[src/rtl/tcr_pkg.sv]
package tcr_pkg;
  // ==========================================================
  // Register addresses (holding register numbers)
  localparam logic [15:0] ADDR_SENSOR_CAL = 16'h0209;
  localparam logic [15:0] ADDR_FILTER_CTRL = 16'h020a;
  localparam logic [15:0] ADDR_AOUT_CTRL = 16'h020b;
  localparam logic [15:0] ADDR_DEV_STATUS = 16'h020c;
  localparam logic [15:0] ADDR_NODE_ADDR = 16'h020d;
  localparam logic [15:0] ADDR_FW_CLASS = 16'h020e;
  localparam logic [15:0] ADDR_FW_YEAR = 16'h020f;
  localparam logic [15:0] ADDR_CON_POWER = 16'h0211;
  localparam logic [15:0] ADDR_CON_RANGE = 16'h0213;
  localparam logic [15:0] ADDR_CON_TCOMP = 16'h0214;
  localparam logic [15:0] ADDR_IFT_SLOW = 16'h0215;
  localparam logic [15:0] ADDR_IFT_FAST = 16'h0216;
  localparam logic [15:0] ADDR_SPS = 16'h0223;
  localparam logic [15:0] ADDR_SERIAL_BASE = 16'h0250;
  localparam logic [15:0] ADDR_SERIAL_LAST = 16'h0257;
  // ==========================================================
  // Reset values and codes
  localparam logic [15:0] RST_NODE_ADDR = 16'h0001;
  localparam logic [15:0] RST_CON_RANGE = 16'h0004;
  localparam logic [15:0] RST_CON_TCOMP = 16'h0001;
  localparam logic [15:0] RST_IFT_SLOW = 16'h0023;
  localparam logic [15:0] RST_IFT_FAST = 16'h0012;
  localparam logic [15:0] RST_SPS = 16'h0005;
  localparam logic [15:0] RST_ZERO = 16'h0000;
  localparam logic [15:0] CON_POWER_ON = 16'h0001;
  localparam logic [15:0] CON_RANGE_MIN = 16'h0001;
  localparam logic [15:0] CON_RANGE_MAX = 16'h0004;
  localparam logic [15:0] CON_TCOMP_MIN = 16'h0001;
  localparam logic [15:0] CON_TCOMP_MAX = 16'h0003;
  localparam logic [15:0] SPS_MIN = 16'h0005;
  localparam logic [15:0] SPS_MAX = 16'h0007;
  localparam logic [7:0] TRANSPARENT_ADDR = 8'h fa;
  localparam logic [7:0] EXC_BUSY = 8'h04;
  localparam logic [7:0] EXC_ILLEGAL_ADDR = 8'h02;
  localparam logic [7:0] EXC_NONE = 8'h00;
  localparam logic [3:0] OSR_BASE_EXP = 4'h8;
  // ==========================================================
  // Field positions
  localparam int FC_ADAPT_BIT = 0;
  localparam int FC_LPF_BIT = 1;
  localparam int FC_OSR_LSB = 2;
  localparam int FC_AVG_LSB = 5;
  localparam int AO_CURRENT_BIT = 0;
  localparam int AO_VOLTAGE_BIT = 1;
  localparam int AO_SRC_BIT = 4;
  localparam logic [15:0] FC_WR_MASK = 16'h007f;
  // ==========================================================
  // Timing
  localparam int CLK_HZ = 125_000_000;
  localparam int CON_POWERUP_MS = 3000;
  localparam int CON_POWERUP_CYC = CLK_HZ / 1000 * CON_POWERUP_MS;
  localparam int IFT_UNIT_US = 100;
  localparam int IFT_UNIT_CYC = CLK_HZ / 1_000_000 * IFT_UNIT_US;

  typedef struct packed {
    logic valid;
    logic write;
    logic [15:0] addr;
    logic [15:0] wdata;
  } tcr_req_type;

  typedef struct packed {
    logic valid;
    logic [7:0] exc;
    logic [15:0] rdata;
  } tcr_rsp_type;

  typedef struct packed {
    logic adaptive_en;
    logic lowpass_en;
    logic [3:0] osr_exp;
    logic [3:0] avg_count;
    logic aout_src_first;
    logic con_powered;
    logic con_ready;
  } tcr_ctrl_type;
endpackage

[src/rtl/tcr_config_regs.sv]
// Notes on behaviour
// - cal type: low nibble first, high second
// - unsupported variant reads cal type as zero
// - filter bit0 switches adaptive pressure filter
// - filter bit1 switches temperature low-pass filter
// - filter bits2-4 give oversampling exponent plus eight
// - filter bits5-6 give averaging 1,2,4,8
// - aout bit0 current, bit1 voltage
// - aout bit4 selects first pressure else calculated
// - only aout bit4 is writable
// - node address read/write, resets to one
// - two read-only firmware version words
// - conductivity power on 0x01, off 0x00
// - exception 4 during 3 s power-up
// - conductivity range codes 1..4, default 4
// - temp compensation codes 1..3, default 1
// - slow timeout register times 100us, default 35
// - fast timeout register times 100us, default 18
// - 16-byte serial, writable on one variant
// - adaptive digital only; low-pass both outputs
// - transparent address 250 always answered
`timescale 1ns/1ps
module tcr_config_regs #(
  parameter int POWERUP_CYC = tcr_pkg::CON_POWERUP_CYC,
  parameter logic HAS_CAL_TYPE = 1'b1,
  parameter logic SERIAL_WRITABLE = 1'b1,
  parameter logic [15:0] FW_CLASS_GROUP = 16'h1234, // Arbitrary value
  parameter logic [15:0] FW_YEAR_WEEK = 16'h5678 // Arbitrary value
) (
  input wire logic i_core_clk,
  input wire logic i_resetn,
  input wire tcr_pkg::tcr_req_type i_req,
  input wire logic [7:0] i_frame_addr,
  input wire logic i_fast_baud,
  input wire logic [3:0] i_first_sensor_type,
  input wire logic [3:0] i_second_sensor_type,
  input wire logic [15:0] i_device_status,
  input wire logic [1:0] i_aout_type,
  output tcr_pkg::tcr_rsp_type o_rsp,
  output logic o_addr_match,
  output tcr_pkg::tcr_ctrl_type o_ctrl,
  output logic o_aout_lowpass,
  output logic [15:0] o_ift_units,
  output logic [31:0] o_ift_cycles,
  output logic o_sps_invalid,
  output logic [15:0] o_sps_code
);
  import tcr_pkg::*;

  logic [15:0] filter_reg;
  logic aout_src_reg;
  logic [15:0] node_addr_reg;
  logic con_power_reg;
  logic [15:0] con_range_reg;
  logic [15:0] con_tcomp_reg;
  logic [15:0] ift_slow_reg;
  logic [15:0] ift_fast_reg;
  logic [15:0] sps_reg;
  logic [15:0] serial_reg [0:7];
  logic [31:0] pwr_cnt_reg;
  logic busy;
  logic wr;
  logic in_serial;
  logic [2:0] ser_idx;
  logic [15:0] rdata_next;
  logic [7:0] exc_next;
  tcr_rsp_type rsp_reg;
  logic wr_filter;
  logic wr_aout;
  logic wr_node;
  logic wr_power;
  logic wr_range;
  logic wr_tcomp;
  logic wr_ift_slow;
  logic wr_ift_fast;
  logic wr_sps;
  logic wr_serial;
  logic range_ok;
  logic tcomp_ok;
  logic [26:0] pins_meta_reg;
  logic [26:0] pins_sync_reg;
  logic fast_baud_sync;
  logic [3:0] first_type_sync;
  logic [3:0] second_type_sync;
  logic [15:0] status_sync;
  logic [1:0] aout_type_sync;

  assign busy = (pwr_cnt_reg != 32'h0000_0000);
  assign wr = i_req.valid && i_req.write && !busy;
  assign in_serial = (i_req.addr >= ADDR_SERIAL_BASE) &&
                     (i_req.addr <= ADDR_SERIAL_LAST);
  assign ser_idx = i_req.addr[2:0];
  assign range_ok = (i_req.wdata >= CON_RANGE_MIN) &&
                    (i_req.wdata <= CON_RANGE_MAX);
  assign tcomp_ok = (i_req.wdata >= CON_TCOMP_MIN) &&
                    (i_req.wdata <= CON_TCOMP_MAX);

  // ==========================================================
  // Pin synchronisers
  // Level pins from the sensor front end are not on this clock;
  // a word may mix old and new bits for one cycle, harmless for
  // slow status levels
  always_ff @(posedge i_core_clk or negedge i_resetn) begin
    if (!i_resetn) begin
      pins_meta_reg <= '0;
    end else begin
      pins_meta_reg <= {i_fast_baud, i_first_sensor_type,
                        i_second_sensor_type, i_device_status,
                        i_aout_type};
    end
  end

  always_ff @(posedge i_core_clk or negedge i_resetn) begin
    if (!i_resetn) begin
      pins_sync_reg <= '0;
    end else begin
      pins_sync_reg <= pins_meta_reg;
    end
  end

  assign {fast_baud_sync, first_type_sync, second_type_sync,
          status_sync, aout_type_sync} = pins_sync_reg;

  // ==========================================================
  // Write strobes
  // One decoder feeds every register, so a refused or unmapped
  // write can never reach any register
  always_comb begin
    wr_filter = 1'b0;
    wr_aout = 1'b0;
    wr_node = 1'b0;
    wr_power = 1'b0;
    wr_range = 1'b0;
    wr_tcomp = 1'b0;
    wr_ift_slow = 1'b0;
    wr_ift_fast = 1'b0;
    wr_sps = 1'b0;
    wr_serial = 1'b0;
    if (wr) begin
      if (i_req.addr == ADDR_FILTER_CTRL) begin
        wr_filter = 1'b1;
      end else if (i_req.addr == ADDR_AOUT_CTRL) begin
        wr_aout = 1'b1;
      end else if (i_req.addr == ADDR_NODE_ADDR) begin
        wr_node = 1'b1;
      end else if (i_req.addr == ADDR_CON_POWER) begin
        wr_power = 1'b1;
      end else if (i_req.addr == ADDR_CON_RANGE) begin
        wr_range = 1'b1;
      end else if (i_req.addr == ADDR_CON_TCOMP) begin
        wr_tcomp = 1'b1;
      end else if (i_req.addr == ADDR_IFT_SLOW) begin
        wr_ift_slow = 1'b1;
      end else if (i_req.addr == ADDR_IFT_FAST) begin
        wr_ift_fast = 1'b1;
      end else if (i_req.addr == ADDR_SPS) begin
        wr_sps = 1'b1;
      end else if (in_serial) begin
        wr_serial = SERIAL_WRITABLE;
      end
    end
  end

  // ==========================================================
  // Address match
  assign o_addr_match = (i_frame_addr == node_addr_reg[7:0]) ||
                        (i_frame_addr == TRANSPARENT_ADDR);

  // ==========================================================
  // Configuration registers
  always_ff @(posedge i_core_clk or negedge i_resetn) begin
    if (!i_resetn) begin
      filter_reg <= RST_ZERO;
    end else if (wr_filter) begin
      filter_reg <= i_req.wdata & FC_WR_MASK;
    end
  end

  always_ff @(posedge i_core_clk or negedge i_resetn) begin
    if (!i_resetn) begin
      aout_src_reg <= 1'b0;
    end else if (wr_aout) begin
      aout_src_reg <= i_req.wdata[AO_SRC_BIT];
    end
  end

  always_ff @(posedge i_core_clk or negedge i_resetn) begin
    if (!i_resetn) begin
      node_addr_reg <= RST_NODE_ADDR;
    end else if (wr_node) begin
      node_addr_reg <= i_req.wdata;
    end
  end

  // Out-of-range codes are dropped so the sensor never sees them
  always_ff @(posedge i_core_clk or negedge i_resetn) begin
    if (!i_resetn) begin
      con_range_reg <= RST_CON_RANGE;
    end else if (wr_range && range_ok) begin
      con_range_reg <= i_req.wdata;
    end
  end

  always_ff @(posedge i_core_clk or negedge i_resetn) begin
    if (!i_resetn) begin
      con_tcomp_reg <= RST_CON_TCOMP;
    end else if (wr_tcomp && tcomp_ok) begin
      con_tcomp_reg <= i_req.wdata;
    end
  end

  always_ff @(posedge i_core_clk or negedge i_resetn) begin
    if (!i_resetn) begin
      ift_slow_reg <= RST_IFT_SLOW;
    end else if (wr_ift_slow) begin
      ift_slow_reg <= i_req.wdata;
    end
  end

  always_ff @(posedge i_core_clk or negedge i_resetn) begin
    if (!i_resetn) begin
      ift_fast_reg <= RST_IFT_FAST;
    end else if (wr_ift_fast) begin
      ift_fast_reg <= i_req.wdata;
    end
  end

  // Any code is stored; validity is only flagged
  always_ff @(posedge i_core_clk or negedge i_resetn) begin
    if (!i_resetn) begin
      sps_reg <= RST_SPS;
    end else if (wr_sps) begin
      sps_reg <= i_req.wdata;
    end
  end

  // ==========================================================
  // Serial number store
  always_ff @(posedge i_core_clk or negedge i_resetn) begin
    if (!i_resetn) begin
      for (int k = 0; k < 8; k++) begin
        serial_reg[k] <= RST_ZERO;
      end
    end else if (wr_serial) begin
      serial_reg[ser_idx] <= i_req.wdata;
    end
  end

  // ==========================================================
  // Conductivity power and power-up hold-off
  always_ff @(posedge i_core_clk or negedge i_resetn) begin
    if (!i_resetn) begin
      con_power_reg <= 1'b0;
    end else if (wr_power) begin
      if (i_req.wdata == CON_POWER_ON) begin
        con_power_reg <= 1'b1;
      end else if (i_req.wdata == RST_ZERO) begin
        con_power_reg <= 1'b0;
      end
    end
  end

  // Counter restarts only on an off-to-on change so a repeated
  // power-on write does not extend the hold-off
  always_ff @(posedge i_core_clk or negedge i_resetn) begin
    if (!i_resetn) begin
      pwr_cnt_reg <= 32'h0000_0000;
    end else if (wr_power && i_req.wdata == CON_POWER_ON &&
                 !con_power_reg) begin
      pwr_cnt_reg <= 32'(POWERUP_CYC);
    end else if (!con_power_reg) begin
      pwr_cnt_reg <= 32'h0000_0000;
    end else if (busy) begin
      pwr_cnt_reg <= pwr_cnt_reg - 32'h0000_0001;
    end
  end

  // ==========================================================
  // Read mux and answer
  always_comb begin
    rdata_next = RST_ZERO;
    exc_next = EXC_NONE;
    if (busy) begin
      exc_next = EXC_BUSY;
    end else if (i_req.addr == ADDR_SENSOR_CAL) begin
      if (HAS_CAL_TYPE) begin
        rdata_next = {8'h00, second_type_sync,
                      first_type_sync};
      end else begin
        rdata_next = RST_ZERO;
      end
    end else if (i_req.addr == ADDR_FILTER_CTRL) begin
      rdata_next = filter_reg;
    end else if (i_req.addr == ADDR_AOUT_CTRL) begin
      rdata_next = RST_ZERO;
      rdata_next[AO_CURRENT_BIT] = aout_type_sync[0];
      rdata_next[AO_VOLTAGE_BIT] = aout_type_sync[1];
      rdata_next[AO_SRC_BIT] = aout_src_reg;
    end else if (i_req.addr == ADDR_DEV_STATUS) begin
      rdata_next = status_sync;
    end else if (i_req.addr == ADDR_NODE_ADDR) begin
      rdata_next = node_addr_reg;
    end else if (i_req.addr == ADDR_FW_CLASS) begin
      rdata_next = FW_CLASS_GROUP;
    end else if (i_req.addr == ADDR_FW_YEAR) begin
      rdata_next = FW_YEAR_WEEK;
    end else if (i_req.addr == ADDR_CON_POWER) begin
      rdata_next = {15'h0000, con_power_reg};
    end else if (i_req.addr == ADDR_CON_RANGE) begin
      rdata_next = con_range_reg;
    end else if (i_req.addr == ADDR_CON_TCOMP) begin
      rdata_next = con_tcomp_reg;
    end else if (i_req.addr == ADDR_IFT_SLOW) begin
      rdata_next = ift_slow_reg;
    end else if (i_req.addr == ADDR_IFT_FAST) begin
      rdata_next = ift_fast_reg;
    end else if (i_req.addr == ADDR_SPS) begin
      rdata_next = sps_reg;
    end else if (in_serial) begin
      rdata_next = serial_reg[ser_idx];
    end else begin
      exc_next = EXC_ILLEGAL_ADDR;
    end
  end

  always_ff @(posedge i_core_clk or negedge i_resetn) begin
    if (!i_resetn) begin
      rsp_reg <= '0;
    end else begin
      rsp_reg.valid <= i_req.valid;
      rsp_reg.exc <= exc_next;
      rsp_reg.rdata <= rdata_next;
    end
  end

  assign o_rsp = rsp_reg;

  // ==========================================================
  // Control outputs
  always_comb begin
    o_ctrl.adaptive_en = filter_reg[FC_ADAPT_BIT];
    o_ctrl.lowpass_en = filter_reg[FC_LPF_BIT];
    o_ctrl.osr_exp = OSR_BASE_EXP +
                     {1'b0, filter_reg[FC_OSR_LSB +: 3]};
    o_ctrl.avg_count = 4'(4'h1 << filter_reg[FC_AVG_LSB +: 2]);
    o_ctrl.aout_src_first = aout_src_reg;
    o_ctrl.con_powered = con_power_reg;
    o_ctrl.con_ready = con_power_reg && !busy;
  end

  // Adaptive filter never reaches the analogue path
  assign o_aout_lowpass = filter_reg[FC_LPF_BIT];
  assign o_ift_units = fast_baud_sync ? ift_fast_reg : ift_slow_reg;
  assign o_ift_cycles = 32'(o_ift_units) * 32'(IFT_UNIT_CYC);
  assign o_sps_code = sps_reg;
  assign o_sps_invalid = (sps_reg < SPS_MIN) || (sps_reg > SPS_MAX);
endmodule

[config.mk]
export PLATFORM = sky130hd
export DESIGN_NAME = tcr_config_regs
export DESIGN_NICKNAME = d
export VERILOG_FILES = /design/src/rtl/tcr_pkg.sv /design/src/rtl/tcr_config_regs.sv
export SDC_FILE = /design/constraint.sdc
export NUM_CORES = 1
export LEC_CHECK = 0
export ABC_AREA = 1
export ABC_CLOCK_PERIOD_IN_PS = 7000
export BUFFER_PORTS_ARGS = -buffer_cell sky130_fd_sc_hd__buf_2
export CORE_ASPECT_RATIO = 0.75
export CORE_MARGIN = 10
export CORE_UTILIZATION = 50
export CTS_BUF_LIST = sky130_fd_sc_hd__clkbuf_16
export DETAILED_ROUTE_END_ITERATION = 7
export PLACE_DENSITY = 0.69
export SYNTH_ARGS = -nofsm -noshare
export SYNTH_HDL_FRONTEND = slang
export SYNTH_SLANG_ARGS = --single-unit
[constraint.sdc]
create_clock -name i_core_clk -period 7 [get_ports i_core_clk]
set_input_delay 0.35 -clock i_core_clk [delete_from_list [all_inputs] [get_ports i_core_clk]]
set_output_delay 0.35 -clock i_core_clk [all_outputs]
set_load 0.1 [all_outputs]
# After elaboration in Yosys (flattened, before gate mapping)

Cells that the tools add are included.

Bits of input ports: 71
Output and inout port bits: 105
Word-level logic and storage cells: 180
Bits in registers: 344

Magnitude comparators: 9
Reductions and logical operators: 19
$add $sub $neg: 2
Shift-type cells: 1
Eq/ne operators: 17
Bitwise logic cells: 1
Multiply operators: 1
Muxes and demuxes: 107

Operators with widths:

| operator                                                     | number |
|---|---|
| two-way mux 16 bit                                           | 19 |
| equality test 16 x 10 -> 1 bit (second input constant)       | 13 |
| bitwise mux 128 bit                                          | 1 |
| two-way mux 32 bit                                           | 3 |
| two-way mux 1 bit                                            | 67 |
| binary-select mux 16 bit (select 3 bit)                      | 1 |
| demux 16 bit (select 3 bit)                                  | 1 |
| nonzero test 32 bit                                          | 1 |
| subtractor 32 x 1 -> 32 bit (second input constant)          | 1 |
| multiplier 16 x 12 -> 28 bit (second input constant)         | 1 |
| two-way mux 2 bit                                            | 13 |
| equality test 16 x 1 -> 1 bit (second input constant)        | 1 |
| >= comparator 16 x 1 -> 1 bit (second input constant)        | 1 |
| >= comparator 16 x 10 -> 1 bit (second input constant)       | 1 |
| > comparator 16 x 3 -> 1 bit (second input constant)         | 1 |
| <= comparator 16 x 10 -> 1 bit (second input constant)       | 1 |
| <= comparator 16 x 2 -> 1 bit (second input constant)        | 1 |
| <= comparator 16 x 3 -> 1 bit (second input constant)        | 1 |
| logical NOT 16 bit                                           | 1 |
| less-than comparator 16 x 3 -> 1 bit (second input constant) | 1 |
| two-way mux 8 bit                                            | 2 |
| logical AND 1 bit                                            | 11 |
| equality test 8 bit                                          | 1 |
| equality test 8 bit (second input constant)                  | 1 |
| 10 further kinds                                             | 12 |

# Longest topological paths before layout

Depth after elaboration: 19
Depth in mapped cells: 25
Mapped depth without buffers: 23

# Least setup slack after synthesis

Ideal clock, no wire load.

Path type: register to output
Start point: register pins_sync_reg[26]
End point: output o_ift_cycles[24]
Cell stages (with the launch flop): 20
Required time: 6.650 ns
Arrival: 8.188 ns
Path buffers: 1
Path slack: -1.538 ns
Cells stage by stage: dfrtp_1 clkbuf_1 o21ai_0 ha_1 ha_1 inv_1 fa_1 inv_1 fa_1 inv_1 fa_1 inv_1 ha_1 nand2_1 nor2_1 nand4_1 o21ai_0 a21boi_0 o21ai_0 xor2_1

Word-level cells in the longest chain between the ends: 2

Ends and longest elaborated chain:

| element                      | line                   | source |
|---|---|---|
| from (decl)                  | tcr_config_regs.sv:81  | `logic [26:0] pins_sync_reg;` |
| from (signal assigned)       | tcr_config_regs.sv:117 | `pins_sync_reg <= pins_meta_reg;` |
| two-way mux 16 bit           | tcr_config_regs.sv:353 | `assign o_ift_units = fast_baud_sync ? ift_fast_reg : ift_slow_reg;` |
| via o_ift_units[10]          | tcr_config_regs.sv:43  | `output logic [15:0] o_ift_units,` |
| multiplier 16 x 12 -> 28 bit | tcr_config_regs.sv:354 | `assign o_ift_cycles = 32'(o_ift_units) * 32'(IFT_UNIT_CYC);` |
| to (decl)                    | tcr_config_regs.sv:44  | `output logic [31:0] o_ift_cycles,` |

The timed path passes the listed nets, and every way through them passes these cells.

# Worst setup path after layout

Start point: register pins_sync_reg[26]
End point: output o_ift_cycles[24]

Word-level cells in the longest chain between the ends: 2

Ends and longest elaborated chain:

| element                      | line |
|---|---|
| two-way mux 16 bit           | tcr_config_regs.sv:353 |
| multiplier 16 x 12 -> 28 bit | tcr_config_regs.sv:354 |

Every way passes these cells.

==> out/results.ini <==
[timing]
min_period_over_period_pct = 94.81
timing.final.setup_violations = 0
max_freq_mhz = 150.7
rsz0062_at_grt = false
timing.final.crit_period_ns = 6.637
postLayoutSetupSlackWorst_ns = 0.3631
relSlewSlack_pct = 15.83
tightestPinTransition_ns = 1.259
totalNegativeSetupSlack_ns = 0
final_hold_viol_count = 0
worst_clock_skew_ns = 0.01173
maxSlewViolCount = 0

[synth]
synth-seq-cells = 338
synth-edff-count = 0
yosys.area.top_type_share_pct = 42.60
post_synth_inst_count = 2428
synth.avg_cell_area_um2 = 7.935
netlist_area_um2 = 19270
synth_warnings = 0
synth_top_flop_cell = dfrtp_1
netlist_top_cells_area = dfrtp_1 43%, inv_1 8.1%, nand2_1 7.9%
synth_async_reset_ratio_pct = 100.0
synth_largest_area_cell = dfrtp_1
synth_sequential_area_ratio_pct = 43.96
yosys.cell_types.count = 48

[floorplanning]
core_region_area_um2 = 38170
fp-row-count = 62
floorplan.die_area_um2 = 46870
floorplan.io_pins = 176
die_x_um = 246.7
starting_density_pct = 50.48
die_h_um = 190

[layout]
synthToLayoutAreaGrowth_pct = 14.06
final_nets = 2783
largest_reg_flops = 128
drive_gt1_share_pct = 10.81
filler_cell_count = 3541
fin_cells = 3107

[setup_path]
worstPathBufferInverterCount = 4
worst_flop_to_flop_path_startpoint = pwr_cnt_reg[0]
r2r_cells = 9
criticalPathCategory = register to output pin
setup.reg_to_reg.worst_slack_ns = 3.13
rr_endpoint = ift_fast_reg[2]
critical_path_startpoint_category = register
cp_cell_sequence = buf_4 -> mux2_2 -> ha_1 -> ha_1 -> inv_1 -> fa_1 -> fa_1 -> fa_1 -> inv_1 -> ha_1 -> nand2_1 -> nor2_1 -> nand4_1 -> o21ai_0 -> a21boi_0 -> o21ai_0 -> xor2_2 -> buf_2
timing.critical_path.fanout_max = 25
critical_path.top_delay_family = adder cells
worst_setup_path_end_kind = output pin
cp_data_arrival_time_ns = 6.29
cpMaxStageDelayCell = fa_1
timing.critical_path.slowest_cell_delay_ns = 0.54
critical_path_required_ns = 6.65
timing.critical_path.from = pins_sync_reg[26]

[global_routing]
grt_start_max_net_pins = 194
groute.usage.overall_pct = 24.51
grt_pass1_wl_um = 91110
vias_in_the_first_global_route = 16327
grt_antenna_before_repair = 5
grt_overflow = 0

[route]
wl_per_cell_um = 18.69
detailedRoute.firstPassIterationCount = 5
route.vias.total = 16823
routed_via_density = 5.415
routed_wl_um = 58060
drt_iter0_drc = 1735
final_antenna_net_count = 0
drt_drc_violations_left = 0

[placed_design]
numPlacedInstances = 3013
place.detailed.hpwl_um = 41570
gp_routability_congestion = 0.9031
port-buffer-count = 164
post-place-ws_ns = 0.9342

[worst_hold_path]
min_path_type = input pin to register
holdPathStages = 3
hold_start = i_req[8]
hold_end = serial_reg[40]

[cts]
cts_resized = 0
tritoncts_clock_tree = yes
clk-insertion-delay-late_ns = 0.53
clk_path_buf_depth = 3
clkTransAtPathRegs_ns = 0.07
root_buffer = clkbuf_16
clkSinkCount = 338
number_of_cts_inserted_buffers = 34
cts.htree.levels = 2

[power]
static_leak_nw = 11.99
power.ir.vdd_worst_mv = 0.1650
finalPower_mw = 4.257
pwr_density_cell_nw_per_um2 = 193.7

[outcome]
run_status = completed

[job]
cap_viol_max_count = 0

## synth_stat cells (4+ instances only)
| cell | count |
|---|---|
| ha_1 | 102 |
| buf_2 | 6 |
| a211oi_1 | 4 |
| nand4_1 | 44 |
| nor3_1 | 33 |
| o21ai_0 | 155 |
| clkbuf_1 | 86 |
| inv_1 | 416 |
| dfstp_2 | 10 |
| buf_4 | 21 |
| xor2_1 | 28 |
| xnor2_1 | 11 |
| nor4_1 | 13 |
| nor2_1 | 337 |
| nand3_1 | 80 |
| fa_1 | 44 |
| o2111ai_1 | 12 |
| or2_2 | 5 |
| a21oi_1 | 222 |
| dfrtp_1 | 328 |
| nand2_1 | 407 |
| o22ai_1 | 5 |
| o211ai_1 | 9 |
| buf_1 | 9 |
## cells by family (layout without fill, tap and decap cells)
group,count (synthesis),in the layout,synth area share (%)
and+or+nand+nor,930,930,19.94
buffers and inverters,541,694,10.99
AOI/OAI and AO/OA,429,429,11.92
DFF,338,338,43.96
adders and majority gates,146,146,11.20
xor gates and xnor gates,39,39,1.773
muxes,3,3,0.1753
other,2,16,0.03898
## worst register-to-register path, cell delays in order, from the launching register on
cell and delay (ns):
dfrtp_1 0.37, inv_1 0.10, ha_1 0.27, nand2_1 0.12, inv_2 0.13, nand3_1 0.10, nor3_2 0.58, and3_1 0.48
nand3_1 0.95, o21ai_0 0.63
## cell type report
class	instances	area, µm²	share of cell area [%]
inverter	419	1573	7.157
antenna	5	12.51	0.05693
multi-input combinational	1558	8831	40.18
sequential	338	8471	38.54
timing repair buffer	215	1299	5.910
tap	512	640.6	2.915
clock buffer	37	925.9	4.213
clock inverter	23	224.0	1.019
## worst max-delay path by stage
stage / end / cells past startpoint
6_report: o_ift_cycles[24] / 18
5_1_grt: o_ift_cycles[24] / 18
4_1_cts: o_ift_cycles[24] / 18
3_5_place_dp: o_ift_cycles[24] / 18
3_3_place_gp: o_ift_cycles[24] / 18
2_1_floorplan: o_ift_cycles[27] / 20
## per-layer routing
| metal | routed length [µm] | vias up | global-route usage (%) |
|---|---|---|---|
| met3 | 5320 | 95 | 5.942 |
| met4 | 1339 | 0 | 6.569 |
| met2 | 25850 | 695 | 36.77 |
| met5 | 0 | - | 0 |
| met1 | 25550 | 8098 | 34.84 |
| li1 | - | 7935 | - |
## timing repair
item                                   CTS  global route
hold buffers                            29             0
buffers inserted                         0             0
endpoints found under the hold margin   97             0
## through the flow
step           hold WS [ns]  cell area (µm²)  utilization (%)
2_1_floorplan       0.05441            19410                -
3_3_place_gp         0.3326            20520            53.77
3_5_place_dp         0.3347            20520            53.77
4_1_cts              0.1615            21960            57.55
5_1_grt              0.1756            21970            57.57
6_report             0.1763            21980            57.58
## power by group
group	total, mW	leakage [nW]	internal [mW]	switching (mW)
clock network	1.91	0.588	1.13	0.773
logic	0.377	7.66	0.0730	0.304
registers	1.97	3.74	1.97	0.00512
## layout by cell type, fill, tap and decap left out, types with 8 or more instances in the layout
cell type / n
o21ai_0: 147
buf_4: 21
clkinv_1: 9
nand3_1: 80
dfstp_2: 10
conb_1: 11
nor2_1: 334
buf_2: 163
o2111ai_1: 12
dfrtp_1: 328
nor3_1: 33
nand2_1: 407
fa_1: 44
nor4_1: 13
o211ai_1: 9
a21oi_1: 218
clkbuf_16: 37
xor2_1: 23
o21ai_2: 8
nand4_1: 44
xnor2_1: 8
dlygate4sd3_1: 29
ha_1: 102
inv_1: 424
Note: power is estimated with default switching activity, not from simulation.
